===== src/pkg/host_port_pkg.sv =====
// Constants and carrier types for the DSP host byte port
// ----------------------------------------------------------------------
// Overview of operation
// - Host writes a 16-bit input word register it cannot read back.
// - Host reads a 16-bit output word register it cannot write.
// - Each word moves as two byte accesses; address bit 0 and byte order pick halves.
// - Address 00 reaches high byte (order 0) or low byte (order 1); no status change.
// - Address 01 reaches the other byte; write clears input-empty, read clears output-full.
// - Address 11 read returns status unchanged; address 10 reserved, no status change.
// - Status register has five meaningful bits; bits 7 to 5 read zero.
// - Byte-order bit 4 host-readable; 1 means low byte first; resets to 1.
// - Status bit 3 enables the output request line; resets to 0.
// - Status bit 2 enables the input request line; resets to 0.
// - Status bit 1 shows output word waiting for host; resets to 0.
// - Status bit 0 shows input word register empty; resets to 1.
// - Active-low requests follow flags and enables, drop after first byte; input request returns after second, output request once a new word loads.
// - Accesses acknowledged on bus acknowledge; write to full input register held off.
// ----------------------------------------------------------------------
package host_port_pkg;

    localparam int BYTE_W = 8;
    localparam int WORD_W = 16;

    localparam logic [1:0] ADDR_FIRST    = 2'h0;
    localparam logic [1:0] ADDR_SECOND   = 2'h1;
    localparam logic [1:0] ADDR_RESERVED = 2'h2;
    localparam logic [1:0] ADDR_STATUS   = 2'h3;

    localparam int BIT_IN_EMPTY   = 0;
    localparam int BIT_OUT_FULL   = 1;
    localparam int BIT_IN_IRQ_EN  = 2;
    localparam int BIT_OUT_IRQ_EN = 3;
    localparam int BIT_BYTE_ORDER = 4;

    localparam logic RST_IN_EMPTY   = 1'b1;
    localparam logic RST_OUT_FULL   = 1'b0;
    localparam logic RST_IN_IRQ_EN  = 1'b0;
    localparam logic RST_OUT_IRQ_EN = 1'b0;
    localparam logic RST_BYTE_ORDER = 1'b1;

    // Host strobes and data as seen on the pins
    typedef struct packed {
        logic              sel;
        logic              write;
        logic [1:0]        addr;
        logic [BYTE_W-1:0] data;
    } host_bus_type;

    typedef enum logic [1:0] {
        ST_IDLE = 2'b00,
        ST_EXEC = 2'b01,
        ST_ACK  = 2'b11
    } access_state_type;

endpackage


===== src/core/dsp_host_byte_port.sv =====
// Byte-wide host port exchanging 16-bit words with the DSP side
`timescale 1ns/1ps
module dsp_host_byte_port
    import host_port_pkg::*;
(
    input  wire logic              clk,
    input  wire logic              srst,
    input  wire logic              host_sel_n,
    input  wire logic              host_write_n,
    input  wire logic              host_addr_bit1,
    input  wire logic              host_addr_bit0,
    input  wire logic [BYTE_W-1:0] host_data_in,
    output logic      [BYTE_W-1:0] host_data_out,
    output logic                   host_data_oe,
    output logic                   bus_ack_n_out,
    output logic                   bus_ack_oe,
    output logic                   in_request_n,
    output logic                   out_request_n,
    output logic      [WORD_W-1:0] dsp_in_data,
    output logic                   dsp_in_valid,
    input  wire logic              dsp_in_ready,
    input  wire logic [WORD_W-1:0] dsp_out_data,
    input  wire logic              dsp_out_valid,
    output logic                   dsp_out_ready,
    input  wire logic              dsp_order_we,
    input  wire logic              dsp_order_value
);

    // True when the access reaches the high byte of a word
    function automatic logic high_half(input logic a0, input logic order);
        high_half = ~(a0 ^ order);
    endfunction

    // ------------------------------------------------------------------
    // Pin synchronisers
    // ------------------------------------------------------------------
    host_bus_type     pin_raw;
    host_bus_type     pin_meta_reg;
    host_bus_type     pin_reg;

    assign pin_raw = '{sel: ~host_sel_n, write: ~host_write_n,
                       addr: {host_addr_bit1, host_addr_bit0}, data: host_data_in};

    always_ff @(posedge clk) begin
        if (srst) begin
            pin_meta_reg <= '0;
            pin_reg      <= '0;
        end else begin
            pin_meta_reg <= pin_raw;
            pin_reg      <= pin_meta_reg;
        end
    end

    // ------------------------------------------------------------------
    // Access sequencer
    // ------------------------------------------------------------------
    access_state_type state_reg;
    logic [WORD_W-1:0] in_word_reg;
    logic [WORD_W-1:0] out_word_reg;
    logic              in_empty_reg;
    logic              out_full_reg;
    logic              in_irq_en_reg;
    logic              out_irq_en_reg;
    logic              byte_order_reg;
    logic              in_half_reg;
    logic              out_half_reg;
    logic              skid_valid_reg;
    logic [WORD_W-1:0] skid_data_reg;
    logic              buf_ready;
    logic              word_access;
    logic              hold_off;
    logic              do_access;
    logic              wr_first;
    logic              wr_second;
    logic              rd_first;
    logic              rd_second;
    logic              wr_status;
    logic              in_push;
    logic              out_load;
    logic [BYTE_W-1:0] status_byte;
    logic [BYTE_W-1:0] read_byte;

    assign word_access = (pin_reg.addr == ADDR_FIRST) || (pin_reg.addr == ADDR_SECOND);
    // Word writes wait while the previous word is still held
    assign hold_off    = pin_reg.write && word_access && !in_empty_reg;
    assign do_access   = (state_reg == ST_EXEC) && pin_reg.sel && !hold_off;
    assign wr_first    = do_access && pin_reg.write && (pin_reg.addr == ADDR_FIRST);
    assign wr_second   = do_access && pin_reg.write && (pin_reg.addr == ADDR_SECOND);
    assign rd_first    = do_access && !pin_reg.write && (pin_reg.addr == ADDR_FIRST);
    assign rd_second   = do_access && !pin_reg.write && (pin_reg.addr == ADDR_SECOND);
    assign wr_status   = do_access && pin_reg.write && (pin_reg.addr == ADDR_STATUS);
    assign buf_ready   = !skid_valid_reg;
    assign in_push     = !in_empty_reg && buf_ready;
    assign out_load    = dsp_out_valid && !out_full_reg;

    always_comb begin
        status_byte = '0;
        status_byte[BIT_IN_EMPTY]   = in_empty_reg;
        status_byte[BIT_OUT_FULL]   = out_full_reg;
        status_byte[BIT_IN_IRQ_EN]  = in_irq_en_reg;
        status_byte[BIT_OUT_IRQ_EN] = out_irq_en_reg;
        status_byte[BIT_BYTE_ORDER] = byte_order_reg;
    end

    always_comb begin
        read_byte = '0;
        if (pin_reg.addr == ADDR_STATUS) begin
            read_byte = status_byte;
        end else if (word_access) begin
            if (high_half(pin_reg.addr[0], byte_order_reg)) begin
                read_byte = out_word_reg[WORD_W-1:BYTE_W];
            end else begin
                read_byte = out_word_reg[BYTE_W-1:0];
            end
        end
    end

    always_ff @(posedge clk) begin
        if (srst) begin
            state_reg <= ST_IDLE;
        end else begin
            case (state_reg)
                ST_IDLE: begin
                    if (pin_reg.sel) begin
                        state_reg <= ST_EXEC;
                    end
                end
                ST_EXEC: begin
                    if (!pin_reg.sel) begin
                        state_reg <= ST_IDLE;
                    end else if (!hold_off) begin
                        state_reg <= ST_ACK;
                    end
                end
                ST_ACK: begin
                    if (!pin_reg.sel) begin
                        state_reg <= ST_IDLE;
                    end
                end
                default: state_reg <= ST_IDLE;
            endcase
        end
    end

    // ------------------------------------------------------------------
    // Host pin drivers
    // ------------------------------------------------------------------
    always_ff @(posedge clk) begin
        if (srst) begin
            host_data_out <= '0;
            host_data_oe  <= 1'b0;
            bus_ack_n_out <= 1'b1;
            bus_ack_oe    <= 1'b0;
        end else begin
            if (do_access) begin
                host_data_out <= read_byte;
                host_data_oe  <= !pin_reg.write;
                bus_ack_n_out <= 1'b0;
                bus_ack_oe    <= 1'b1;
            end else if (!pin_reg.sel) begin
                host_data_oe  <= 1'b0;
                bus_ack_n_out <= 1'b1;
                bus_ack_oe    <= 1'b0;
            end
        end
    end

    // ------------------------------------------------------------------
    // Input word register and flags
    // ------------------------------------------------------------------
    always_ff @(posedge clk) begin
        if (srst) begin
            in_word_reg <= '0;
        end else if (wr_first || wr_second) begin
            if (high_half(pin_reg.addr[0], byte_order_reg)) begin
                in_word_reg[WORD_W-1:BYTE_W] <= pin_reg.data;
            end else begin
                in_word_reg[BYTE_W-1:0] <= pin_reg.data;
            end
        end
    end

    always_ff @(posedge clk) begin
        if (srst) begin
            in_empty_reg <= RST_IN_EMPTY;
        end else if (in_push) begin
            in_empty_reg <= 1'b1;
        end else if (wr_second) begin
            in_empty_reg <= 1'b0;
        end
    end

    always_ff @(posedge clk) begin
        if (srst) begin
            in_half_reg  <= 1'b0;
            out_half_reg <= 1'b0;
        end else begin
            if (wr_second) begin
                in_half_reg <= 1'b0;
            end else if (wr_first) begin
                in_half_reg <= 1'b1;
            end
            if (rd_second) begin
                out_half_reg <= 1'b0;
            end else if (rd_first) begin
                out_half_reg <= 1'b1;
            end
        end
    end

    // ------------------------------------------------------------------
    // Two-entry buffer towards the DSP
    // ------------------------------------------------------------------
    always_ff @(posedge clk) begin
        if (srst) begin
            dsp_in_valid   <= 1'b0;
            dsp_in_data    <= '0;
            skid_valid_reg <= 1'b0;
            skid_data_reg  <= '0;
        end else begin
            if (!dsp_in_valid || dsp_in_ready) begin
                if (skid_valid_reg) begin
                    dsp_in_data    <= skid_data_reg;
                    dsp_in_valid   <= 1'b1;
                    skid_valid_reg <= 1'b0;
                end else begin
                    dsp_in_data  <= in_word_reg;
                    dsp_in_valid <= in_push;
                end
            end else if (in_push) begin
                skid_data_reg  <= in_word_reg;
                skid_valid_reg <= 1'b1;
            end
        end
    end

    // ------------------------------------------------------------------
    // Output word register and flag
    // ------------------------------------------------------------------
    always_ff @(posedge clk) begin
        if (srst) begin
            out_word_reg <= '0;
            out_full_reg <= RST_OUT_FULL;
        end else begin
            if (out_load && dsp_out_ready) begin
                out_word_reg <= dsp_out_data;
                out_full_reg <= 1'b1;
            end else if (rd_second) begin
                out_full_reg <= 1'b0;
            end
        end
    end

    // One-cycle ready pulse, at most one load per two cycles
    always_ff @(posedge clk) begin
        if (srst) begin
            dsp_out_ready <= 1'b0;
        end else begin
            dsp_out_ready <= !out_full_reg && !dsp_out_ready;
        end
    end

    // ------------------------------------------------------------------
    // Control bits and request lines
    // ------------------------------------------------------------------
    always_ff @(posedge clk) begin
        if (srst) begin
            in_irq_en_reg  <= RST_IN_IRQ_EN;
            out_irq_en_reg <= RST_OUT_IRQ_EN;
        end else if (wr_status) begin
            in_irq_en_reg  <= pin_reg.data[BIT_IN_IRQ_EN];
            out_irq_en_reg <= pin_reg.data[BIT_OUT_IRQ_EN];
        end
    end

    // Byte order set from the DSP side only; read-only to the host
    always_ff @(posedge clk) begin
        if (srst) begin
            byte_order_reg <= RST_BYTE_ORDER;
        end else if (dsp_order_we) begin
            byte_order_reg <= dsp_order_value;
        end
    end

    always_ff @(posedge clk) begin
        if (srst) begin
            in_request_n  <= 1'b1;
        end else begin
            in_request_n  <= !(in_irq_en_reg && in_empty_reg && !in_half_reg);
        end
    end

    always_ff @(posedge clk) begin
        if (srst) begin
            out_request_n <= 1'b1;
        end else begin
            out_request_n <= !(out_irq_en_reg && out_full_reg && !out_half_reg);
        end
    end

endmodule


===== config.mk =====
export PLATFORM = sky130hd
export DESIGN_NAME = dsp_host_byte_port
export DESIGN_NICKNAME = d
export VERILOG_FILES = /design/src/pkg/host_port_pkg.sv /design/src/core/dsp_host_byte_port.sv
export SDC_FILE = /design/constraint.sdc
export NUM_CORES = 1
export LEC_CHECK = 0
export ABC_CLOCK_PERIOD_IN_PS = 1700
export BUFFER_PORTS_ARGS = -buffer_cell sky130_fd_sc_hd__clkbuf_2
export CAP_MARGIN = 20
export CORE_UTILIZATION = 55
export DETAILED_ROUTE_END_ITERATION = 16
export GPL_TIMING_DRIVEN = 1
export PLACE_DENSITY = 0.77
export SLEW_MARGIN = 20
export SYNTH_ARGS = -nofsm -noshare
export SYNTH_HDL_FRONTEND = slang
export SYNTH_SLANG_ARGS = --single-unit

===== constraint.sdc =====
create_clock -name clk -period 1.7 [get_ports clk]
set_input_delay 0.085 -clock clk [delete_from_list [all_inputs] [get_ports clk]]
set_output_delay 0.085 -clock clk [all_outputs]
set_load 0.1 [all_outputs]

==> results of run 1 <==
[power breakdown]
part | switching (W) | total (W) | internal [W]
logic | 0.000167 | 0.000343 | 0.000176
registers | 0.0000338 | 0.00274 | 0.00270
clock network | 0.00116 | 0.00357 | 0.00242
total | 0.00136 | 0.00665 | 0.00530
[metrics by stage]
step	total power, W	hold slack (ns)
6_report	0.00665	0.0773
3_5_place_dp	0.00305	0.259
5_1_grt	0.00683	0.0933
4_1_cts	0.00666	0.0552
2_1_floorplan	0.00296	0.152
3_3_place_gp	0.00304	0.256
[worst paths after layout]
kind	start	to	slack (ns)	cells after the start
max	srst	byte_order_reg	0.14	5
min	dsp_out_valid	out_full_reg	0.08	4
max reg2reg	pin_reg[8]	host_data_out[0]	0.15	4
min reg2reg	pin_meta_reg[1]	pin_reg[1]	0.43	1
[layout make-up]
| cell class | instances | area, um2 | share of cell area |
|---|---|---|---|
| clock inverters | 9 | 128 | 0.0225 |
| repair buffers | 111 | 778 | 0.137 |
| clock buffers | 23 | 487 | 0.0859 |
| well taps | 99 | 124 | 0.0219 |
| multi-input cells | 300 | 1870 | 0.330 |
| inverters | 4 | 15.0 | 0.00265 |
| flip-flops and latches | 113 | 2260 | 0.400 |
[timing repair]
item                                   in CTS  in global routing
setup endpoints to repair                   0                 16
hold buffers                               31                  0
setup buffers                               0                  4
endpoints found under the hold margin      30                  0
resized for setup                           0                  1
[critical path, delay by kind of cell]
kind,cells,cell delay [ns]
AOI/OAI and AO/OA,1,0.27
buffers and inverters,4,1.56
[logic make-up after synthesis]
kind of cell              synth area share
AOI/OAI and AO/OA                    0.112
muxes                               0.0929
and+or+nand+nor                      0.221
xor gates and xnor gates           0.00639
buffers and inverters               0.0427
DFF                                  0.525
[layer usage]
| metal | track usage | routed length [um] | share of wire | vias to the layer above |
|---|---|---|---|---|
| met2 | 0.402 | 4490 | 0.48 | 107 |
| met5 | 0 | 0 | 0 | - |
| met1 | 0.301 | 4160 | 0.45 | 1593 |
| li1 | - | - | - | 1728 |
| met4 | 0.105 | 198 | 0.021 | 0 |
| met3 | 0.0648 | 483 | 0.052 | 18 |
[cells in the mapped netlist (all sizes together) (3+ instances only)]
| master | number | area share |
|---|---|---|
| dfxtp | 113 | 0.52 |
| nand2 | 66 | 0.057 |
| a21oi | 45 | 0.052 |
| mux2i | 40 | 0.093 |
| nor2b | 35 | 0.051 |
| nand2b | 29 | 0.042 |
| nor2 | 21 | 0.018 |
| clkbuf | 18 | 0.016 |
| a211oi | 17 | 0.030 |
| buf | 16 | 0.024 |
| nand3 | 9 | 0.010 |
| a311oi | 5 | 0.010 |
| inv | 4 | 0.0035 |
| o21ai | 4 | 0.0046 |
| and3b | 3 | 0.0061 |
| o32ai | 3 | 0.0061 |
==> results.py, run 1 <==
metrics = {
    "critical_path": {
        "path_max_fanout": 48,
        "critPathKind": "primary input to flop",
        "crit_chain": "dlygate4sd3_1 -> buf_4 -> buf_12 -> a211o_1 -> dlygate4sd3_1",
        "crit_arrival_ns": 1.94,
        "cp-start-kind": "primary input",
        "crit_top_cell": "dlygate4sd3_1",
        "crit_required_ns": 2.08,
        "end_kind": "flop",
        "cp_slowest_stage_delay_ns": 0.55,
        "cp_slowest_cell": "dlygate4sd3_1",
    },
    "layout": {
        "final_common_cell": "dfxtp_1",
        "final_cell_mix": "dfxtp_1 (111), nand2_1 (66), clkbuf_2 (63)",
        "finalNetCount": 581,
        "area_growth_pct": 31.4,
        "final_core_util": 0.765,
        "drive_gt1_frac": 0.214,
        "final_cells": 659,
        "num_antenna_cells": 0,
        "fillCellCount": 493,
        "fin_area_um2": 5660,
    },
    "synthesis": {
        "synth.distinct_cells": 37,
        "synth.cell_area_um2": 4310,
        "yosys_warnings": 0,
        "synth_edf_count": 0,
        "synthArstFlopShare": 0,
        "syn_inst": 451,
        "ys_ff_latch": 113,
        "synth_top_flop_cell": "dfxtp_1",
        "synth.yosys.seq_area_share": 0.525,
        "avgSynthCellArea_um2": 9.56,
        "synth_nets": 485,
    },
    "floorplanning": {
        "io_pins": 65,
        "start_util": 0.582,
        "design.core.area_um2": 7410,
        "rows": 31,
        "floorplan.die.width_um": 90.5,
        "die-area_um2": 8190,
        "die_y_um": 90.5,
    },
    "grt": {
        "grt-ovfl-total": 0,
        "grtUsageTotal": 0.245,
        "grt_max_degree": 49,
        "grt_pass1_vias": 3296,
        "grt_first_pass_wirelength_um": 15700,
        "antenna_found_initial": 0,
    },
    "clock_network": {
        "cts_tree": "done",
        "h-tree-depth": 4,
        "clock_latency_ns": 0.51,
        "numCtsBuffers": 17,
        "clock_sinks": 113,
        "ctsRootBufferMaster": "clkbuf_8",
        "clk_path_buf_depth": 2,
        "clkTransAtPathRegs_ns": 0.05,
    },
    "timing": {
        "skew_ns": 0.00820,
        "hold_violations": 0,
        "setup_violations": 0,
        "finalCriticalPeriod_ns": 1.56,
        "worst_pin_slew_ns": 0.579,
        "drv_slew": 0,
        "min_period_over_period": 0.915,
        "tns_ns": 0,
        "layout_setup_ws_ns": 0.144,
        "max_clock_freq_mhz": 643,
        "rsz0062_at_grt": "false",
        "slew_headroom": 0.613,
    },
    "route": {
        "wirelength_um": 9340,
        "drt_iter0_markers": 195,
        "via_count": 3446,
        "antenna_left": 0,
        "detail_route.first_pass.iterations": 4,
        "post_drt_wl_per_cell_um": 14.2,
        "vias_per_cell": 5.23,
        "drc_errors": 0,
    },
    "flow_run": {
        "drv_cap": 0,
    },
    "power_and_ir_drop": {
        "power_density_nw_per_um2": 1170,
        "p_leak_nw": 2.22,
        "ir_drop_mv": 0.961,
    },
    "placement": {
        "placedCellCount": 592,
        "port_buffers": 64,
        "detailed_place_hpwl_um": 5790,
        "placed_area_um2": 4690,
        "gp_congestion": 0.802,
        "post-place-ws_ns": 0.0907,
    },
    "hold_path": {
        "hp-class": "primary input to flop",
    },
    "run_status": {
        "status": "complete, no violations",
    },
}
(Power assumes the default switching activity.)
==> inputs of run 2 (changes only) <==
Settings changed: CELL_PAD_IN_SITES_DETAIL_PLACEMENT from default to 0, CELL_PAD_IN_SITES_GLOBAL_PLACEMENT from default to 1, CORE_UTILIZATION 55 to 43, PLACE_DENSITY 0.77 to default, PLACE_DENSITY_LB_ADDON from default to 0.1.
==> run 2 against run 1 <==
Effect of this change: die area rose by 27%; global-route usage decreased by 6.3 points; register-to-register slack better by 0.03 ns; combinational power is 9.9% lower; hold slack got worse by 0.0060 ns; critical path type is now flop to flop; via count fell by 4.0%; clock skew rose by 0.0052 ns.
==> results.py, run 2 (synthesis gave the netlist of run 1 again) <==
metrics = {
    "timing": {
        "finalCriticalPeriod_ns": 1.52,
        "slew_headroom": 0.608,
        "max_clock_freq_mhz": 658,
        "tns_ns": 0,
        "hold_violations": 0,
        "skew_ns": 0.0134,
        "rsz0062_at_grt": "false",
        "drv_slew": 0,
        "setup_violations": 0,
        "worst_pin_slew_ns": 0.587,
        "min_period_over_period": 0.894,
    },
    "route": {
        "wirelength_um": 8850,
        "drt_iter0_markers": 113,
        "post_drt_wl_per_cell_um": 12.9,
        "via_count": 3309,
        "antenna_left": 0,
        "detail_route.first_pass.iterations": 4,
        "vias_per_cell": 4.81,
        "drc_errors": 0,
    },
    "placement": {
        "detailed_place_hpwl_um": 5900,
        "placed_area_um2": 4740,
        "gp_congestion": 0.729,
        "port_buffers": 64,
    },
    "critical_path": {
        "cp-start-kind": "flop",
        "crit_end": "host_data_out[1]",
        "r2r_slack_ns": 0.18,
        "reg2reg_from": "pin_reg[10]",
        "cp_slowest_cell": "or3b_2",
        "r2r-end": "host_data_out[1]",
        "critPathKind": "flop to flop",
        "crit_required_ns": 2.04,
        "r2r_cells": 3,
        "cp_slowest_stage_delay_ns": 0.57,
        "cp-startpoint": "pin_reg[10]",
        "end_kind": "flop",
        "path_max_fanout": 13,
        "crit_arrival_ns": 1.86,
        "crit_chain": "or3b_2 -> a21oi_1 -> a311oi_1",
    },
    "power_and_ir_drop": {
        "p_leak_nw": 2.16,
        "power_density_nw_per_um2": 1130,
        "ir_drop_mv": 0.505,
        "p_total_w": 0.00631,
    },
    "layout": {
        "finalNetCount": 576,
        "fin_area_um2": 5600,
        "final_cell_mix": "dfxtp_1 (111), nand2_1 (66), clkbuf_2 (63)",
        "final_common_cell": "dfxtp_1",
        "num_antenna_cells": 0,
        "area_growth_pct": 29.9,
        "fillCellCount": 892,
        "drive_gt1_frac": 0.209,
    },
    "flow_run": {
        "drv_cap": 0,
    },
    "grt": {
        "grt_max_degree": 61,
        "grtUsageTotal": 0.182,
        "antenna_found_initial": 0,
        "grt_first_pass_wirelength_um": 14400,
        "grt_pass1_vias": 2936,
        "grt-ovfl-total": 0,
    },
    "clock_network": {
        "clock_sinks": 113,
        "ctsResizeCount": 0,
        "clock_latency_ns": 0.50,
        "clkTransAtPathRegs_ns": 0.06,
        "h-tree-depth": 4,
        "cts_tree": "done",
        "clk_path_buf_depth": 2,
        "numCtsBuffers": 17,
        "ctsRootBufferMaster": "clkbuf_8",
        "cts_setup_buffers": 0,
    },
    "floorplanning": {
        "rows": 36,
        "die_y_um": 102,
        "design.core.area_um2": 9730,
        "io_pins": 65,
        "floorplan.die.width_um": 102,
        "start_util": 0.443,
        "die-area_um2": 10400,
    },
    "hold_path": {
        "hp-class": "primary input to flop",
    },
    "run_status": {
        "status": "complete, no violations",
    },
}
-- run 2: where the power goes --
group / switching, W / internal, W
Combinational: 0.000156 / 0.000154
Sequential: 0.0000321 / 0.00270
Clock: 0.00122 / 0.00205
-- run 2: cell type report --
cell class / instances / area, um2 / area share
clock inverters: 12 / 109 / 0.0194
multi-input cells: 300 / 1860 / 0.333
well taps: 133 / 166 / 0.0297
flip-flops and latches: 113 / 2260 / 0.404
repair buffers: 106 / 726 / 0.130
inverters: 4 / 15.0 / 0.00268
clock buffers: 20 / 455 / 0.0813
-- run 2: critical path, delay by kind of cell (launching register included) --
kind / cells / cell delay [ns]
simple gates: 1 / 0.57
flops: 1 / 0.55
compound gates: 2 / 0.25
-- run 2: how the worst min path moves through the flow --
stage / startpoint / to / slack [ns] / cells after the start
after floorplan: host_write_n / pin_meta_reg[10] / 0.15 / 1
after CTS: srst / pin_meta_reg[11] / 0.06 / 2
after detailed placement: host_sel_n / pin_meta_reg[11] / 0.24 / 2
after global routing: srst / pin_reg[5] / 0.06 / 2
after global placement: host_sel_n / pin_meta_reg[11] / 0.24 / 2
final: srst / pin_reg[7] / 0.07 / 2
-- run 2: timing repair --
action,CTS,global route
hold buffers,30,0
setup endpoints to repair,0,0
endpoints found under the hold margin,29,0
-- run 2: routing by layer --
layer	global-route usage	routed length (um)	vias to the layer above
met2	0.250	3780	64
li1	-	-	1731
met4	0.0626	60	0
met5	0	0	-
met3	0.0534	263	6
met1	0.269	4750	1508
-- run 2: metrics by stage --
stage	worst slack (ns)	util	instances	hold WS, ns
floorplan	0.0207	-	451	0.152
global placement	0.226	0.487	626	0.238
detailed placement	0.206	0.487	626	0.240
CTS	0.200	0.576	688	0.0638
global route	0.0741	0.576	688	0.0633
finish	0.181	0.576	688	0.0713
